===== src/rtl/uesc_pkg.sv =====
// constants for the usb error, status and control register block
package uesc_pkg;
    // ------------------------------------------------------------------
    // register byte offsets
    // ------------------------------------------------------------------
    localparam logic [7:0] OFF_ERR_FLAGS  = 8'h00;
    localparam logic [7:0] OFF_ERR_EN     = 8'h04;
    localparam logic [7:0] OFF_STATUS     = 8'h08;
    localparam logic [7:0] OFF_CONTROL    = 8'h0c;
    localparam logic [7:0] OFF_EVT_FLAGS  = 8'h10;
    localparam logic [7:0] OFF_EVT_EN     = 8'h14;

    // ------------------------------------------------------------------
    // error flag / enable bit positions
    // ------------------------------------------------------------------
    localparam int ERR_PID    = 0;
    localparam int ERR_TOKCRC = 1;
    localparam int ERR_CRC16  = 2;
    localparam int ERR_DFN8   = 3;
    localparam int ERR_TA     = 4;
    localparam int ERR_DMA    = 5;
    localparam int ERR_BMX    = 6;
    localparam int ERR_STUFF  = 7;

    // ------------------------------------------------------------------
    // status, control and event bit positions
    // ------------------------------------------------------------------
    localparam int STAT_ENDP_LSB = 4;
    localparam int STAT_DIR      = 3;
    localparam int STAT_ODD      = 2;
    localparam int CTL_LIVE_J    = 7;
    localparam int CTL_LIVE_SE0  = 6;
    localparam int CTL_PKT_DIS   = 5;
    localparam int CTL_BUS_RST   = 4;
    localparam int CTL_HOST      = 3;
    localparam int CTL_RESUME    = 2;
    localparam int CTL_BANK_RST  = 1;
    localparam int CTL_ENABLE    = 0;
    localparam int EVT_TRN       = 3;
    localparam int EVT_ERR       = 1;

    // ------------------------------------------------------------------
    // reset values and timing
    // ------------------------------------------------------------------
    localparam logic [7:0]  RST_BYTE     = 8'h00;
    localparam logic [31:0] RST_WORD     = 32'h0000_0000;
    localparam int          TA_IDLE_BITS = 16;
    localparam int          FIFO_DEPTH   = 4;

    typedef enum logic [1:0] {
        UESC_TA_IDLE = 2'b00,
        UESC_TA_WAIT = 2'b01,
        UESC_TA_FLAG = 2'b11
    } uesc_ta_e;
endpackage


===== src/rtl/uesc_top.sv =====
// usb error flags, error enables, transfer status fifo and module control over apb
//
// The implementer's own choices: the APB slave port and the register addresses.
`timescale 1ns/1ps
//
// Summary of operation
// - device mode: token crc5 failure sets error flag bit 1
// - host mode: bit 1 flags frame-start countdown expiring during traffic
// - pid check failure sets error flag bit 0
// - late dma grant or truncated receive sets the dma error flag
// - over 16 idle bit times after eop without response sets timeout
// - error enable bits 7..0 gate flags at matching positions
// - enable bit 1 gates crc5 in device mode, eof in host mode
// - enabled errors reach module interrupt only with error interrupt enable set
// - status bits 7..4 give endpoint of the oldest unread completed transfer
// - status bit 3 is one for transmit, zero for receive
// - status bit 2 shows odd bank; bits 1..0 read zero
// - status is head of four-entry fifo; clearing transfer flag pops it
// - control bit 7 reads live j state
// - control bit 6 reads live single-ended zero
// - device mode: bit 5 disables packets, set by hardware on setup
// - host mode: bit 5 reads one while a token executes
// - control bit 3 enables host; each change resets host logic
// - resume bit drives resume; host clear appends low-speed eop
// - bits 31..8 of the six registers read zero
// - error flags set by hardware, cleared only by writing one
// - summary error flag set only by enabled error conditions
// - bit 1 resets bank pointers; bit 0 module or frame-start enable
module uesc_top #(
    parameter int FIFO_DEPTH = uesc_pkg::FIFO_DEPTH,
    parameter int TA_BITS    = uesc_pkg::TA_IDLE_BITS
) (
    input  wire logic        pclk,
    input  wire logic        presetn,
    input  wire logic [7:0]  paddr,
    input  wire logic        psel,
    input  wire logic        penable,
    input  wire logic        pwrite,
    input  wire logic [31:0] pwdata,
    output logic      [31:0] prdata,
    output logic             pready,
    output logic             pslverr,
    input  wire logic        pid_check_fail,
    input  wire logic        token_crc5_fail,
    input  wire logic        sof_count_zero,
    input  wire logic        link_active,
    input  wire logic        data_crc16_fail,
    input  wire logic        data_field_size_fail,
    input  wire logic        dma_grant_late,
    input  wire logic        rx_buffer_overrun,
    input  wire logic        bd_address_invalid,
    input  wire logic        bit_stuff_fail,
    input  wire logic        bit_time_tick,
    input  wire logic        eop_expect_response,
    input  wire logic        response_start,
    input  wire logic        xfer_done,
    input  wire logic [3:0]  xfer_endpoint,
    input  wire logic        xfer_transmit,
    input  wire logic        xfer_odd_bank,
    input  wire logic        setup_token_rx,
    input  wire logic        token_in_progress,
    input  wire logic        live_j_state,
    input  wire logic        live_single_ended_zero,
    output logic             xfer_stall,
    output logic             module_interrupt_flag,
    output logic             packet_processing_disable,
    output logic             bus_reset_drive,
    output logic             host_capability_enable,
    output logic             host_logic_reset,
    output logic             resume_drive,
    output logic             low_speed_eop,
    output logic             bank_pointer_reset,
    output logic             module_enable,
    output logic             frame_start_enable
);
    // ------------------------------------------------------------------
    // elaboration checks
    // ------------------------------------------------------------------
    localparam int PW = (FIFO_DEPTH > 1) ? $clog2(FIFO_DEPTH) : 1;
    if (FIFO_DEPTH < 2 || (1 << PW) != FIFO_DEPTH) begin : g_depth_chk
        $error("fifo depth must be a power of two of at least 2");
    end
    if (TA_BITS < 1 || TA_BITS > 250) begin : g_ta_chk
        $error("turnaround bit count out of range");
    end

    // ------------------------------------------------------------------
    // apb slave: zero wait states, answer one cycle after setup
    // ------------------------------------------------------------------
    logic        pready_q;
    logic        pslverr_q;
    logic [31:0] prdata_q;
    logic        setup;
    logic        acc_wr;
    logic        hit;
    logic        wr_err;
    logic        wr_en;
    logic        wr_ctl;
    logic        wr_evt;
    logic        wr_ie;
    logic [31:0] rd_word;

    assign setup  = psel & ~penable;
    assign acc_wr = psel & penable & pwrite & pready_q;

    always_comb begin
        hit = 1'b1;
        if (paddr == uesc_pkg::OFF_ERR_FLAGS) begin
            hit = 1'b1;
        end else if (paddr == uesc_pkg::OFF_ERR_EN) begin
            hit = 1'b1;
        end else if (paddr == uesc_pkg::OFF_STATUS) begin
            hit = 1'b1;
        end else if (paddr == uesc_pkg::OFF_CONTROL) begin
            hit = 1'b1;
        end else if (paddr == uesc_pkg::OFF_EVT_FLAGS) begin
            hit = 1'b1;
        end else if (paddr == uesc_pkg::OFF_EVT_EN) begin
            hit = 1'b1;
        end else begin
            hit = 1'b0;
        end
    end

    assign wr_err = acc_wr & (paddr == uesc_pkg::OFF_ERR_FLAGS);
    assign wr_en  = acc_wr & (paddr == uesc_pkg::OFF_ERR_EN);
    assign wr_ctl = acc_wr & (paddr == uesc_pkg::OFF_CONTROL);
    assign wr_evt = acc_wr & (paddr == uesc_pkg::OFF_EVT_FLAGS);
    assign wr_ie  = acc_wr & (paddr == uesc_pkg::OFF_EVT_EN);

    always_ff @(posedge pclk or negedge presetn) begin
        if (!presetn) begin
            pready_q  <= 1'b0;
            pslverr_q <= 1'b0;
            prdata_q  <= uesc_pkg::RST_WORD;
        end else begin
            pready_q  <= setup;
            pslverr_q <= setup & ~hit;
            prdata_q  <= (setup & ~pwrite) ? rd_word : uesc_pkg::RST_WORD;
        end
    end

    // ------------------------------------------------------------------
    // control register
    // ------------------------------------------------------------------
    logic [5:0] ctl_q;
    logic       pkt_dis_q;
    logic       host;

    assign host = ctl_q[uesc_pkg::CTL_HOST];

    always_ff @(posedge pclk or negedge presetn) begin
        if (!presetn) begin
            ctl_q <= 6'h00;
        end else if (wr_ctl) begin
            ctl_q <= pwdata[5:0];
        end
    end

    // hardware set on setup beats a software clear in the same cycle
    always_ff @(posedge pclk or negedge presetn) begin
        if (!presetn) begin
            pkt_dis_q <= 1'b0;
        end else if (!host && setup_token_rx) begin
            pkt_dis_q <= 1'b1;
        end else if (wr_ctl) begin
            pkt_dis_q <= pwdata[uesc_pkg::CTL_PKT_DIS];
        end
    end

    always_ff @(posedge pclk or negedge presetn) begin
        if (!presetn) begin
            packet_processing_disable <= 1'b0;
            bus_reset_drive           <= 1'b0;
            host_capability_enable    <= 1'b0;
            host_logic_reset          <= 1'b0;
            resume_drive              <= 1'b0;
            low_speed_eop             <= 1'b0;
            bank_pointer_reset        <= 1'b0;
            module_enable             <= 1'b0;
            frame_start_enable        <= 1'b0;
        end else begin
            packet_processing_disable <= ~host & pkt_dis_q;
            bus_reset_drive           <= host & ctl_q[uesc_pkg::CTL_BUS_RST];
            host_capability_enable    <= host;
            host_logic_reset          <= wr_ctl & (pwdata[uesc_pkg::CTL_HOST] != host);
            resume_drive              <= ctl_q[uesc_pkg::CTL_RESUME];
            // host mode only: eop appended when resume goes from one to zero
            low_speed_eop             <= wr_ctl & host & ctl_q[uesc_pkg::CTL_RESUME]
                                         & ~pwdata[uesc_pkg::CTL_RESUME];
            bank_pointer_reset        <= wr_ctl & pwdata[uesc_pkg::CTL_BANK_RST];
            module_enable             <= ~host & ctl_q[uesc_pkg::CTL_ENABLE];
            frame_start_enable        <= host & ctl_q[uesc_pkg::CTL_ENABLE];
        end
    end

    // ------------------------------------------------------------------
    // turnaround timeout detector
    // ------------------------------------------------------------------
    uesc_pkg::uesc_ta_e ta_state_q;
    logic [7:0]         ta_cnt_q;

    // a new eop restarts the wait; a response start cancels it
    always_ff @(posedge pclk or negedge presetn) begin
        if (!presetn) begin
            ta_state_q <= uesc_pkg::UESC_TA_IDLE;
            ta_cnt_q   <= 8'h00;
        end else begin
            case (ta_state_q)
                uesc_pkg::UESC_TA_IDLE: begin
                    ta_cnt_q <= 8'h00;
                    if (eop_expect_response) begin
                        ta_state_q <= uesc_pkg::UESC_TA_WAIT;
                    end
                end
                uesc_pkg::UESC_TA_WAIT: begin
                    if (response_start) begin
                        ta_state_q <= uesc_pkg::UESC_TA_IDLE;
                    end else if (eop_expect_response) begin
                        ta_cnt_q <= 8'h00;
                    end else if (bit_time_tick) begin
                        if (ta_cnt_q == 8'(TA_BITS)) begin
                            ta_state_q <= uesc_pkg::UESC_TA_FLAG;
                        end else begin
                            ta_cnt_q <= ta_cnt_q + 8'h01;
                        end
                    end
                end
                default: begin
                    ta_state_q <= uesc_pkg::UESC_TA_IDLE;
                end
            endcase
        end
    end

    // ------------------------------------------------------------------
    // error flags, enables and summary
    // ------------------------------------------------------------------
    logic [7:0] err_evt;
    logic [7:0] err_flags_q;
    logic [7:0] err_en_q;
    logic       err_ie_q;
    logic       summary_q;

    always_comb begin
        err_evt                       = 8'h00;
        err_evt[uesc_pkg::ERR_PID]    = pid_check_fail;
        err_evt[uesc_pkg::ERR_TOKCRC] = host ? (sof_count_zero & link_active)
                                             : token_crc5_fail;
        err_evt[uesc_pkg::ERR_CRC16]  = data_crc16_fail;
        err_evt[uesc_pkg::ERR_DFN8]   = data_field_size_fail;
        err_evt[uesc_pkg::ERR_TA]     = ta_state_q == uesc_pkg::UESC_TA_FLAG;
        err_evt[uesc_pkg::ERR_DMA]    = dma_grant_late | rx_buffer_overrun;
        err_evt[uesc_pkg::ERR_BMX]    = bd_address_invalid;
        err_evt[uesc_pkg::ERR_STUFF]  = bit_stuff_fail;
    end

    for (genvar i = 0; i < 8; i++) begin : g_err
        // set wins over a write-one clear landing in the same cycle
        always_ff @(posedge pclk or negedge presetn) begin
            if (!presetn) begin
                err_flags_q[i] <= 1'b0;
            end else if (err_evt[i]) begin
                err_flags_q[i] <= 1'b1;
            end else if (wr_err && pwdata[i]) begin
                err_flags_q[i] <= 1'b0;
            end
        end
    end

    always_ff @(posedge pclk or negedge presetn) begin
        if (!presetn) begin
            err_en_q <= uesc_pkg::RST_BYTE;
            err_ie_q <= 1'b0;
        end else begin
            if (wr_en) begin
                err_en_q <= pwdata[7:0];
            end
            if (wr_ie) begin
                err_ie_q <= pwdata[uesc_pkg::EVT_ERR];
            end
        end
    end

    // one mask covers bit 1 in both modes since the flag meaning follows the mode
    always_ff @(posedge pclk or negedge presetn) begin
        if (!presetn) begin
            summary_q             <= 1'b0;
            module_interrupt_flag <= 1'b0;
        end else begin
            summary_q             <= |(err_flags_q & err_en_q);
            module_interrupt_flag <= |(err_flags_q & err_en_q) & err_ie_q;
        end
    end

    // ------------------------------------------------------------------
    // transfer status fifo
    // ------------------------------------------------------------------
    logic [5:0]  fifo_mem [FIFO_DEPTH];
    logic [PW-1:0] wr_ptr_q;
    logic [PW-1:0] rd_ptr_q;
    logic [PW:0]   count_q;
    logic [PW:0]   count_d;
    logic          push;
    logic          pop;
    logic          trn_flag;

    assign trn_flag = count_q != '0;
    assign push     = xfer_done & ~xfer_stall;
    assign pop      = wr_evt & pwdata[uesc_pkg::EVT_TRN] & trn_flag;

    always_comb begin
        count_d = count_q;
        if (push && !pop) begin
            count_d = count_q + 1'b1;
        end else if (pop && !push) begin
            count_d = count_q - 1'b1;
        end
    end

    always_ff @(posedge pclk or negedge presetn) begin
        if (!presetn) begin
            wr_ptr_q   <= '0;
            rd_ptr_q   <= '0;
            count_q    <= '0;
            xfer_stall <= 1'b0;
        end else begin
            count_q    <= count_d;
            xfer_stall <= count_d == (PW + 1)'(FIFO_DEPTH);
            if (push) begin
                wr_ptr_q <= wr_ptr_q + 1'b1;
            end
            if (pop) begin
                rd_ptr_q <= rd_ptr_q + 1'b1;
            end
        end
    end

    // storage needs no reset; entries are read only while counted
    always_ff @(posedge pclk) begin
        if (push) begin
            fifo_mem[wr_ptr_q] <= {xfer_endpoint, xfer_transmit, xfer_odd_bank};
        end
    end

    // ------------------------------------------------------------------
    // read mux
    // ------------------------------------------------------------------
    logic [7:0] rd_byte;
    logic [7:0] ctl_rd;

    always_comb begin
        ctl_rd                          = {2'b00, ctl_q};
        ctl_rd[uesc_pkg::CTL_LIVE_J]    = live_j_state;
        ctl_rd[uesc_pkg::CTL_LIVE_SE0]  = live_single_ended_zero;
        ctl_rd[uesc_pkg::CTL_PKT_DIS]   = host ? token_in_progress : pkt_dis_q;
        rd_byte = uesc_pkg::RST_BYTE;
        if (paddr == uesc_pkg::OFF_ERR_FLAGS) begin
            rd_byte = err_flags_q;
        end else if (paddr == uesc_pkg::OFF_ERR_EN) begin
            rd_byte = err_en_q;
        end else if (paddr == uesc_pkg::OFF_STATUS) begin
            // endpoint, direction, bank; low two bits zero; zero when empty
            rd_byte = trn_flag ? {fifo_mem[rd_ptr_q], 2'b00} : 8'h00;
        end else if (paddr == uesc_pkg::OFF_CONTROL) begin
            rd_byte = ctl_rd;
        end else if (paddr == uesc_pkg::OFF_EVT_FLAGS) begin
            rd_byte = {4'h0, trn_flag, 1'b0, summary_q, 1'b0};
        end else if (paddr == uesc_pkg::OFF_EVT_EN) begin
            rd_byte = {6'h00, err_ie_q, 1'b0};
        end
        rd_word = {24'h00_0000, rd_byte};
    end

    assign prdata  = prdata_q;
    assign pready  = pready_q;
    assign pslverr = pslverr_q;
endmodule


===== config.mk =====
export PLATFORM = sky130hd
export DESIGN_NAME = uesc_top
export DESIGN_NICKNAME = d
export VERILOG_FILES = /design/src/rtl/uesc_pkg.sv /design/src/rtl/uesc_top.sv
export SDC_FILE = /design/constraint.sdc
export NUM_CORES = 1
export LEC_CHECK = 0
export BUFFER_PORTS_ARGS = -buffer_cell sky130_fd_sc_hd__buf_4
export CAP_MARGIN = 20
export CORE_MARGIN = 8
export CORE_UTILIZATION = 40
export DETAILED_ROUTE_END_ITERATION = 8
export HOLD_SLACK_MARGIN = 0.06
export PLACE_DENSITY = 0.66
export SYNTH_ARGS = -nofsm -noshare
export SYNTH_HDL_FRONTEND = slang
export SYNTH_SLANG_ARGS = --single-unit

===== constraint.sdc =====
create_clock -name pclk -period 2.01 [get_ports pclk]
set_input_delay 0.402 -clock pclk [delete_from_list [all_inputs] [get_ports pclk]]
set_output_delay 0.402 -clock pclk [all_outputs]
set_load 0.02 [all_outputs]

== After elaboration in Yosys (flattened, before gate mapping) ==
Memory sizes are Yosys's and may differ from the RTL's.
Cells that the tools add are included.

* Output and inout bits: 45
* Input port bits: 69
* Bits in writable memories: 24
* Memories: 1
* Flip-flop bits (word level): 62
* Logic and storage cells: 167

* Bitwise logic cells: 33
* Equal/unequal tests: 17
* Multiplexer cells: 49
* Reduce and logical (&&, ||, !) cells: 30
* Add/subtract/negate cells: 5

{| class="wikitable"
|+ Memories
! memory !! depth !! width !! rd ports !! clocked after Yosys merged registers in !! write ports !! line !! text
|-
| fifo_mem || 4 || 6 || 1 || 0 || 1 || uesc_top.sv:299 || <nowiki>logic [5:0] fifo_mem [FIFO_DEPTH];</nowiki>
|}

{| class="wikitable"
|+ Operators by type and width
! cell !! count
|-
| 2-to-1 mux 8 bit || 10
|-
| 2-to-1 mux 1 bit || 28
|-
| bitwise AND 1 bit || 25
|-
| == test 8 x 5 -> 1 bit (second input constant) || 3
|-
| nonzero test 2 bit || 10
|-
| == test 8 x 4 -> 1 bit (second input constant) || 2
|-
| case mux 8 bit (2 select lines) || 1
|-
| inequality test 3 bit (second input constant) || 5
|-
| 2-to-1 mux 2 bit || 6
|-
| logical AND 1 bit || 11
|-
| adder 8 x 1 -> 8 bit (second input constant) || 1
|-
| bitwise AND 8 bit || 1
|-
| == test 8 x 3 -> 1 bit (second input constant) || 1
|-
| zero test 8 bit || 1
|-
| AND reduction 4 bit || 2
|-
| OR reduction 8 bit || 1
|-
| 2-to-1 mux 3 bit || 2
|-
| NOT 1 bit || 6
|-
| adder 2 x 1 -> 2 bit (second input constant) || 2
|-
| 2-to-1 mux 4 bit || 1
|-
| inequality test 2 bit (second input constant) || 2
|-
| case mux 2 bit (2 select lines) || 1
|-
| adder 3 x 1 -> 3 bit (second input constant) || 1
|-
| == test 3 bit (second input constant) || 1
|-
| other kinds (8) || 10
|}

== Logic depth before layout (Yosys ltp) ==
* Word-level depth: 10
* Mapped depth: 7
* Depth with buffers taken out: 7

== Worst setup path after synthesis ==
OpenSTA, ideal clock, no wires.

* Path type: input-to-reg
* Start point: input paddr[1]
* End point: register count_q[1]
* Required time: 1885 ps
* Stages: 6
* Slack: -413 ps
* Arrival: 2298 ps
* Library setup time: 125 ps
* Path through: or4_4 -> or3b_1 -> clkbuf_2 -> or3_4 -> maj3_2 -> mux2_4

* Longest elaborated chain between the ends: 7
* Elaborated cells between the ends (all ways): 9

{| class="wikitable"
|+ Ends and longest elaborated chain
! item !! line !! text
|-
| from (decl) || uesc_top.sv:35 || <nowiki>input wire logic [7:0] paddr,</nowiki>
|-
| == test 8 x 5 -> 1 bit (*) || uesc_top.sv:128 || <nowiki>assign wr_evt = acc_wr & (paddr == uesc_pkg::OFF_EVT_FLAGS);</nowiki>
|-
| bitwise AND 1 bit (*) || uesc_top.sv:128 ||
|-
| bitwise AND 1 bit (*) (2 in a row) || uesc_top.sv:310 || <nowiki>assign pop = wr_evt & pwdata[uesc_pkg::EVT_TRN] & trn_flag;</nowiki>
|-
| logical AND 1 bit or zero test 1 bit (tied branches) || uesc_top.sv:316, uesc_top.sv:314 ||
|-
| 2-to-1 mux 3 bit or logical AND 1 bit (tied branches) || uesc_top.sv:316, uesc_top.sv:314 ||
|-
| 2-to-1 mux 3 bit (*) || uesc_top.sv:314 || <nowiki>if (push && !pop) begin</nowiki>
|-
| named net count_d[1] || uesc_top.sv:303 || <nowiki>logic [PW:0] count_d;</nowiki>
|-
| to (signal assigned) || uesc_top.sv:328 || <nowiki>count_q <= count_d;</nowiki>
|-
| to (decl) || uesc_top.sv:302 || <nowiki>logic [PW:0] count_q;</nowiki>
|}

Mark *: on every way through the listed nets, which the timed path passes. The rest lies on a longest branch.
A chain may end at the register's enable or synchronous reset.

== Final worst setup path ==
Ends and elaborated chain as after synthesis.

==> impl_metrics.ini <==
[run_status]
status = complete, but fails checks
violations = negative setup slack

[sta]
fin_skew_ns = 0.00762
slew_viol_final = 0
period_share_pct = 105
min_period_ns = 2.11
hold_viol_final = 0
max_freq_mhz = 474
setup_viol = 3
worst_slack_ns = -0.0995
rsz0062_at_grt = true

[die]
ios = 114
core_area_mm2 = 0.0101
die_width_um = 117
dieArea_mm2 = 0.0137
rows = 37
fp.dieH_um = 117
initial_utilization_pct = 40.4

[global_routing]
track_usage_pct = 13.6
grt_start_max_net_pins = 34
met2_usage_pct = 22.5
grt_antenna_before_repair = 0
gr-total-overflow = 0
grt.met1_usage_pct = 17.2
first_global_vias = 2823
grt-busiest-layer = met2
grt_util_met3_pct = 4.31
grt_pass1_wl_um = 14200

[logic_synthesis]
yosys_warnings = 0
syn_inst = 341
avgSynthCellArea_um2 = 12.0
syn-cell-area_mm2 = 0.00408
yosysMostFrequentCell = dfrtp_1
synth_common_cells = dfrtp_1, buf_4, edfxtp_1
yosys-top-cells-area = dfrtp_1, edfxtp_1, mux2_2, buf_4, mux4_2
synth-edff-count = 24
ys_seq_elements = 86
synth_top_area_cell = dfrtp_1
synth_top_flop_cell = dfrtp_1
async_reset_ff_share_pct = 72.1
ys_types = 52
synth_top_area_share_pct = 38.0
yosysSeqAreaShare_pct = 55.7

[pwr]
leakagePower_nw = 2.24
ir_worst_vdd_v = 0.000564
totalPowerFinal_mw = 4.07
powerDensity_mw_per_mm2 = 798

[cells_and_area]
finalNetCount = 511
multi_input_area_mm2 = 0.00165
final_layout_size_suffix_gt1_share_pct = 33.8
area_growth_pct = 25.2
final_util_pct = 50.6
regArea_mm2 = 0.00227
layoutNonFillerInstCount = 574
antenna_cells = 0
fillers = 938

[route]
vias = 2786
drt-initial-drc-count = 131
routed_wl_um = 8860
drt_pass1_iterations = 4
routedWlPerCell_um = 15.4
via_per_inst = 4.85
drtAntennaViolNets = 0
drc_errors = 0

[place]
place_ws_ns = -0.524
place.gp.congestion = 0.813
place.port_buffers = 65
dpl.hpwl_um = 6820
placed_cells_incl_taps = 556

[cts]
cts_max_path_buffers = 2
clkSlewWorstSetupHoldPaths_ns = 0.09
cts_tree = done
clock_latency_ns = 0.35
clkSinkCount = 86
clockRootBuffer = clkbuf_8
numCtsBuffers = 9
htree_levels = 3

[hold_path]
hp-class = in -> reg

[setup_path]
cp_slowest_cell = or4_4
crit_type = in -> reg
slowest_delay_ns = 0.52
path_buf_inv = 1
critPathRequiredTime_ns = 2.25
endpoint_kind = flop
worstPathCellList = buf_6 > or4_4 > or3b_4 > or3_4 > maj3_2 > mux2_4
cp_top_family = simple AND/OR/NAND/NOR gates
critPathArrivalTime_ns = 2.34
critPathMaxFanout = 6
crit_path_start_kind = input port

[flow_run]
maxCapViolations = 0
[stage by stage]
| step | area, um^2 | hold WS, ns | setup TNS [ns] |
|---|---|---|---|
| 2_1_floorplan | 4200 | 0.106 | -2.75 |
| 3_3_place_gp | 4850 | 0.361 | -10.44 |
| 3_5_place_dp | 4850 | 0.364 | -10.78 |
| 4_1_cts | 5080 | 0.202 | -0.0799 |
| 5_1_grt | 5110 | 0.197 | -0.175 |
| 6_report | 5110 | 0.222 | -0.109 |
[area by class of cell]
type / count / share of cell area [%]
Timing Repair Buffer: 94 / 14.5
Inverter: 19 / 1.40
Clock inverter: 6 / 1.35
Tap cell: 136 / 3.33
Multi-Input combinational cell: 223 / 32.3
Sequential cell: 86 / 44.5
Clock buffer: 10 / 2.69
[kinds of logic after synthesis]
kind of cell	count (synthesis)	synth area share (%)
buf+inv	55	7.30
compound gates	55	9.44
other cells	1	0.0919
mux	30	9.84
simple gates	93	12.2
xor+xnor	10	2.15
flops	86	55.7
fa+ha+maj	11	3.28
[flip-flops by register name, indices dropped and copies added (netlist names), 2 cells and up]
signal       flops
count_q          3
ctl_q            5
err_en_q         8
err_flags_q      8
fifo_mem        24
prdata           8
rd_ptr_q         2
ta_cnt_q         8
ta_state_q       2
wr_ptr_q         2
[final timing paths]
check	start	endpoint	slack, ns	depth (start not counted)
max reg2reg	count_q[1]	count_q[1]	-0.02	7
max	paddr[1]	count_q[1]	-0.1	6
min	penable	pready	0.22	2
max in group asynchronous	presetn	ta_cnt_q[3]	0.99	3
min in group asynchronous	presetn	host_capability_enable	0.52	2
min reg2reg	ctl_q[2]	resume_drive	0.44	0
[worst reg2reg max path, stage by stage (launching register included)]
cell      delay (ns)
dfrtp_1         0.42
inv_1           0.10
ha_1            0.23
nand2b_1        0.10
nand2_1         0.11
or3_4           0.39
maj3_2          0.31
mux2_4          0.25
[layout by cell type (no fill, tap or decap), types with 4 or more instances in the layout]
master / n
buf_4: 89
dfrtp_1: 62
conb_1: 24
edfxtp_1: 24
inv_1: 19
nor2_1: 18
nand2_1: 18
mux2_2: 17
a21oi_1: 11
a22oi_1: 10
clkbuf_8: 10
xnor2_1: 9
ha_1: 9
nand3_1: 8
o21ai_0: 8
and2_1: 8
a21o_1: 7
nor2b_1: 6
nand2b_1: 6
nor3_1: 6
mux4_2: 6
mux2i_1: 6
nand4_1: 5
o22a_1: 4
[power breakdown]
part / total, mW / internal [mW] / switching (mW)
combinational: 0.810 / 0.366 / 0.444
sequential: 2.03 / 1.96 / 0.0690
clock: 1.23 / 0.617 / 0.615
[timing repair]
item | CTS | global route
resized for setup | 4 | 4
pin swaps | 0 | 0
endpoints found under the setup margin | 12 | 3
endpoints found under the hold margin | 29 | 0
setup buffers | 0 | 1
hold buffers | 1 | 0
cloned | 0 | 0
[per-layer routing]
layer	routed length, um	vias up
met2	4380	76
met5	0	-
met3	634	6
met4	70	0
met1	3770	1359
li1	-	1345
Power figures use the tool's default switching activity.
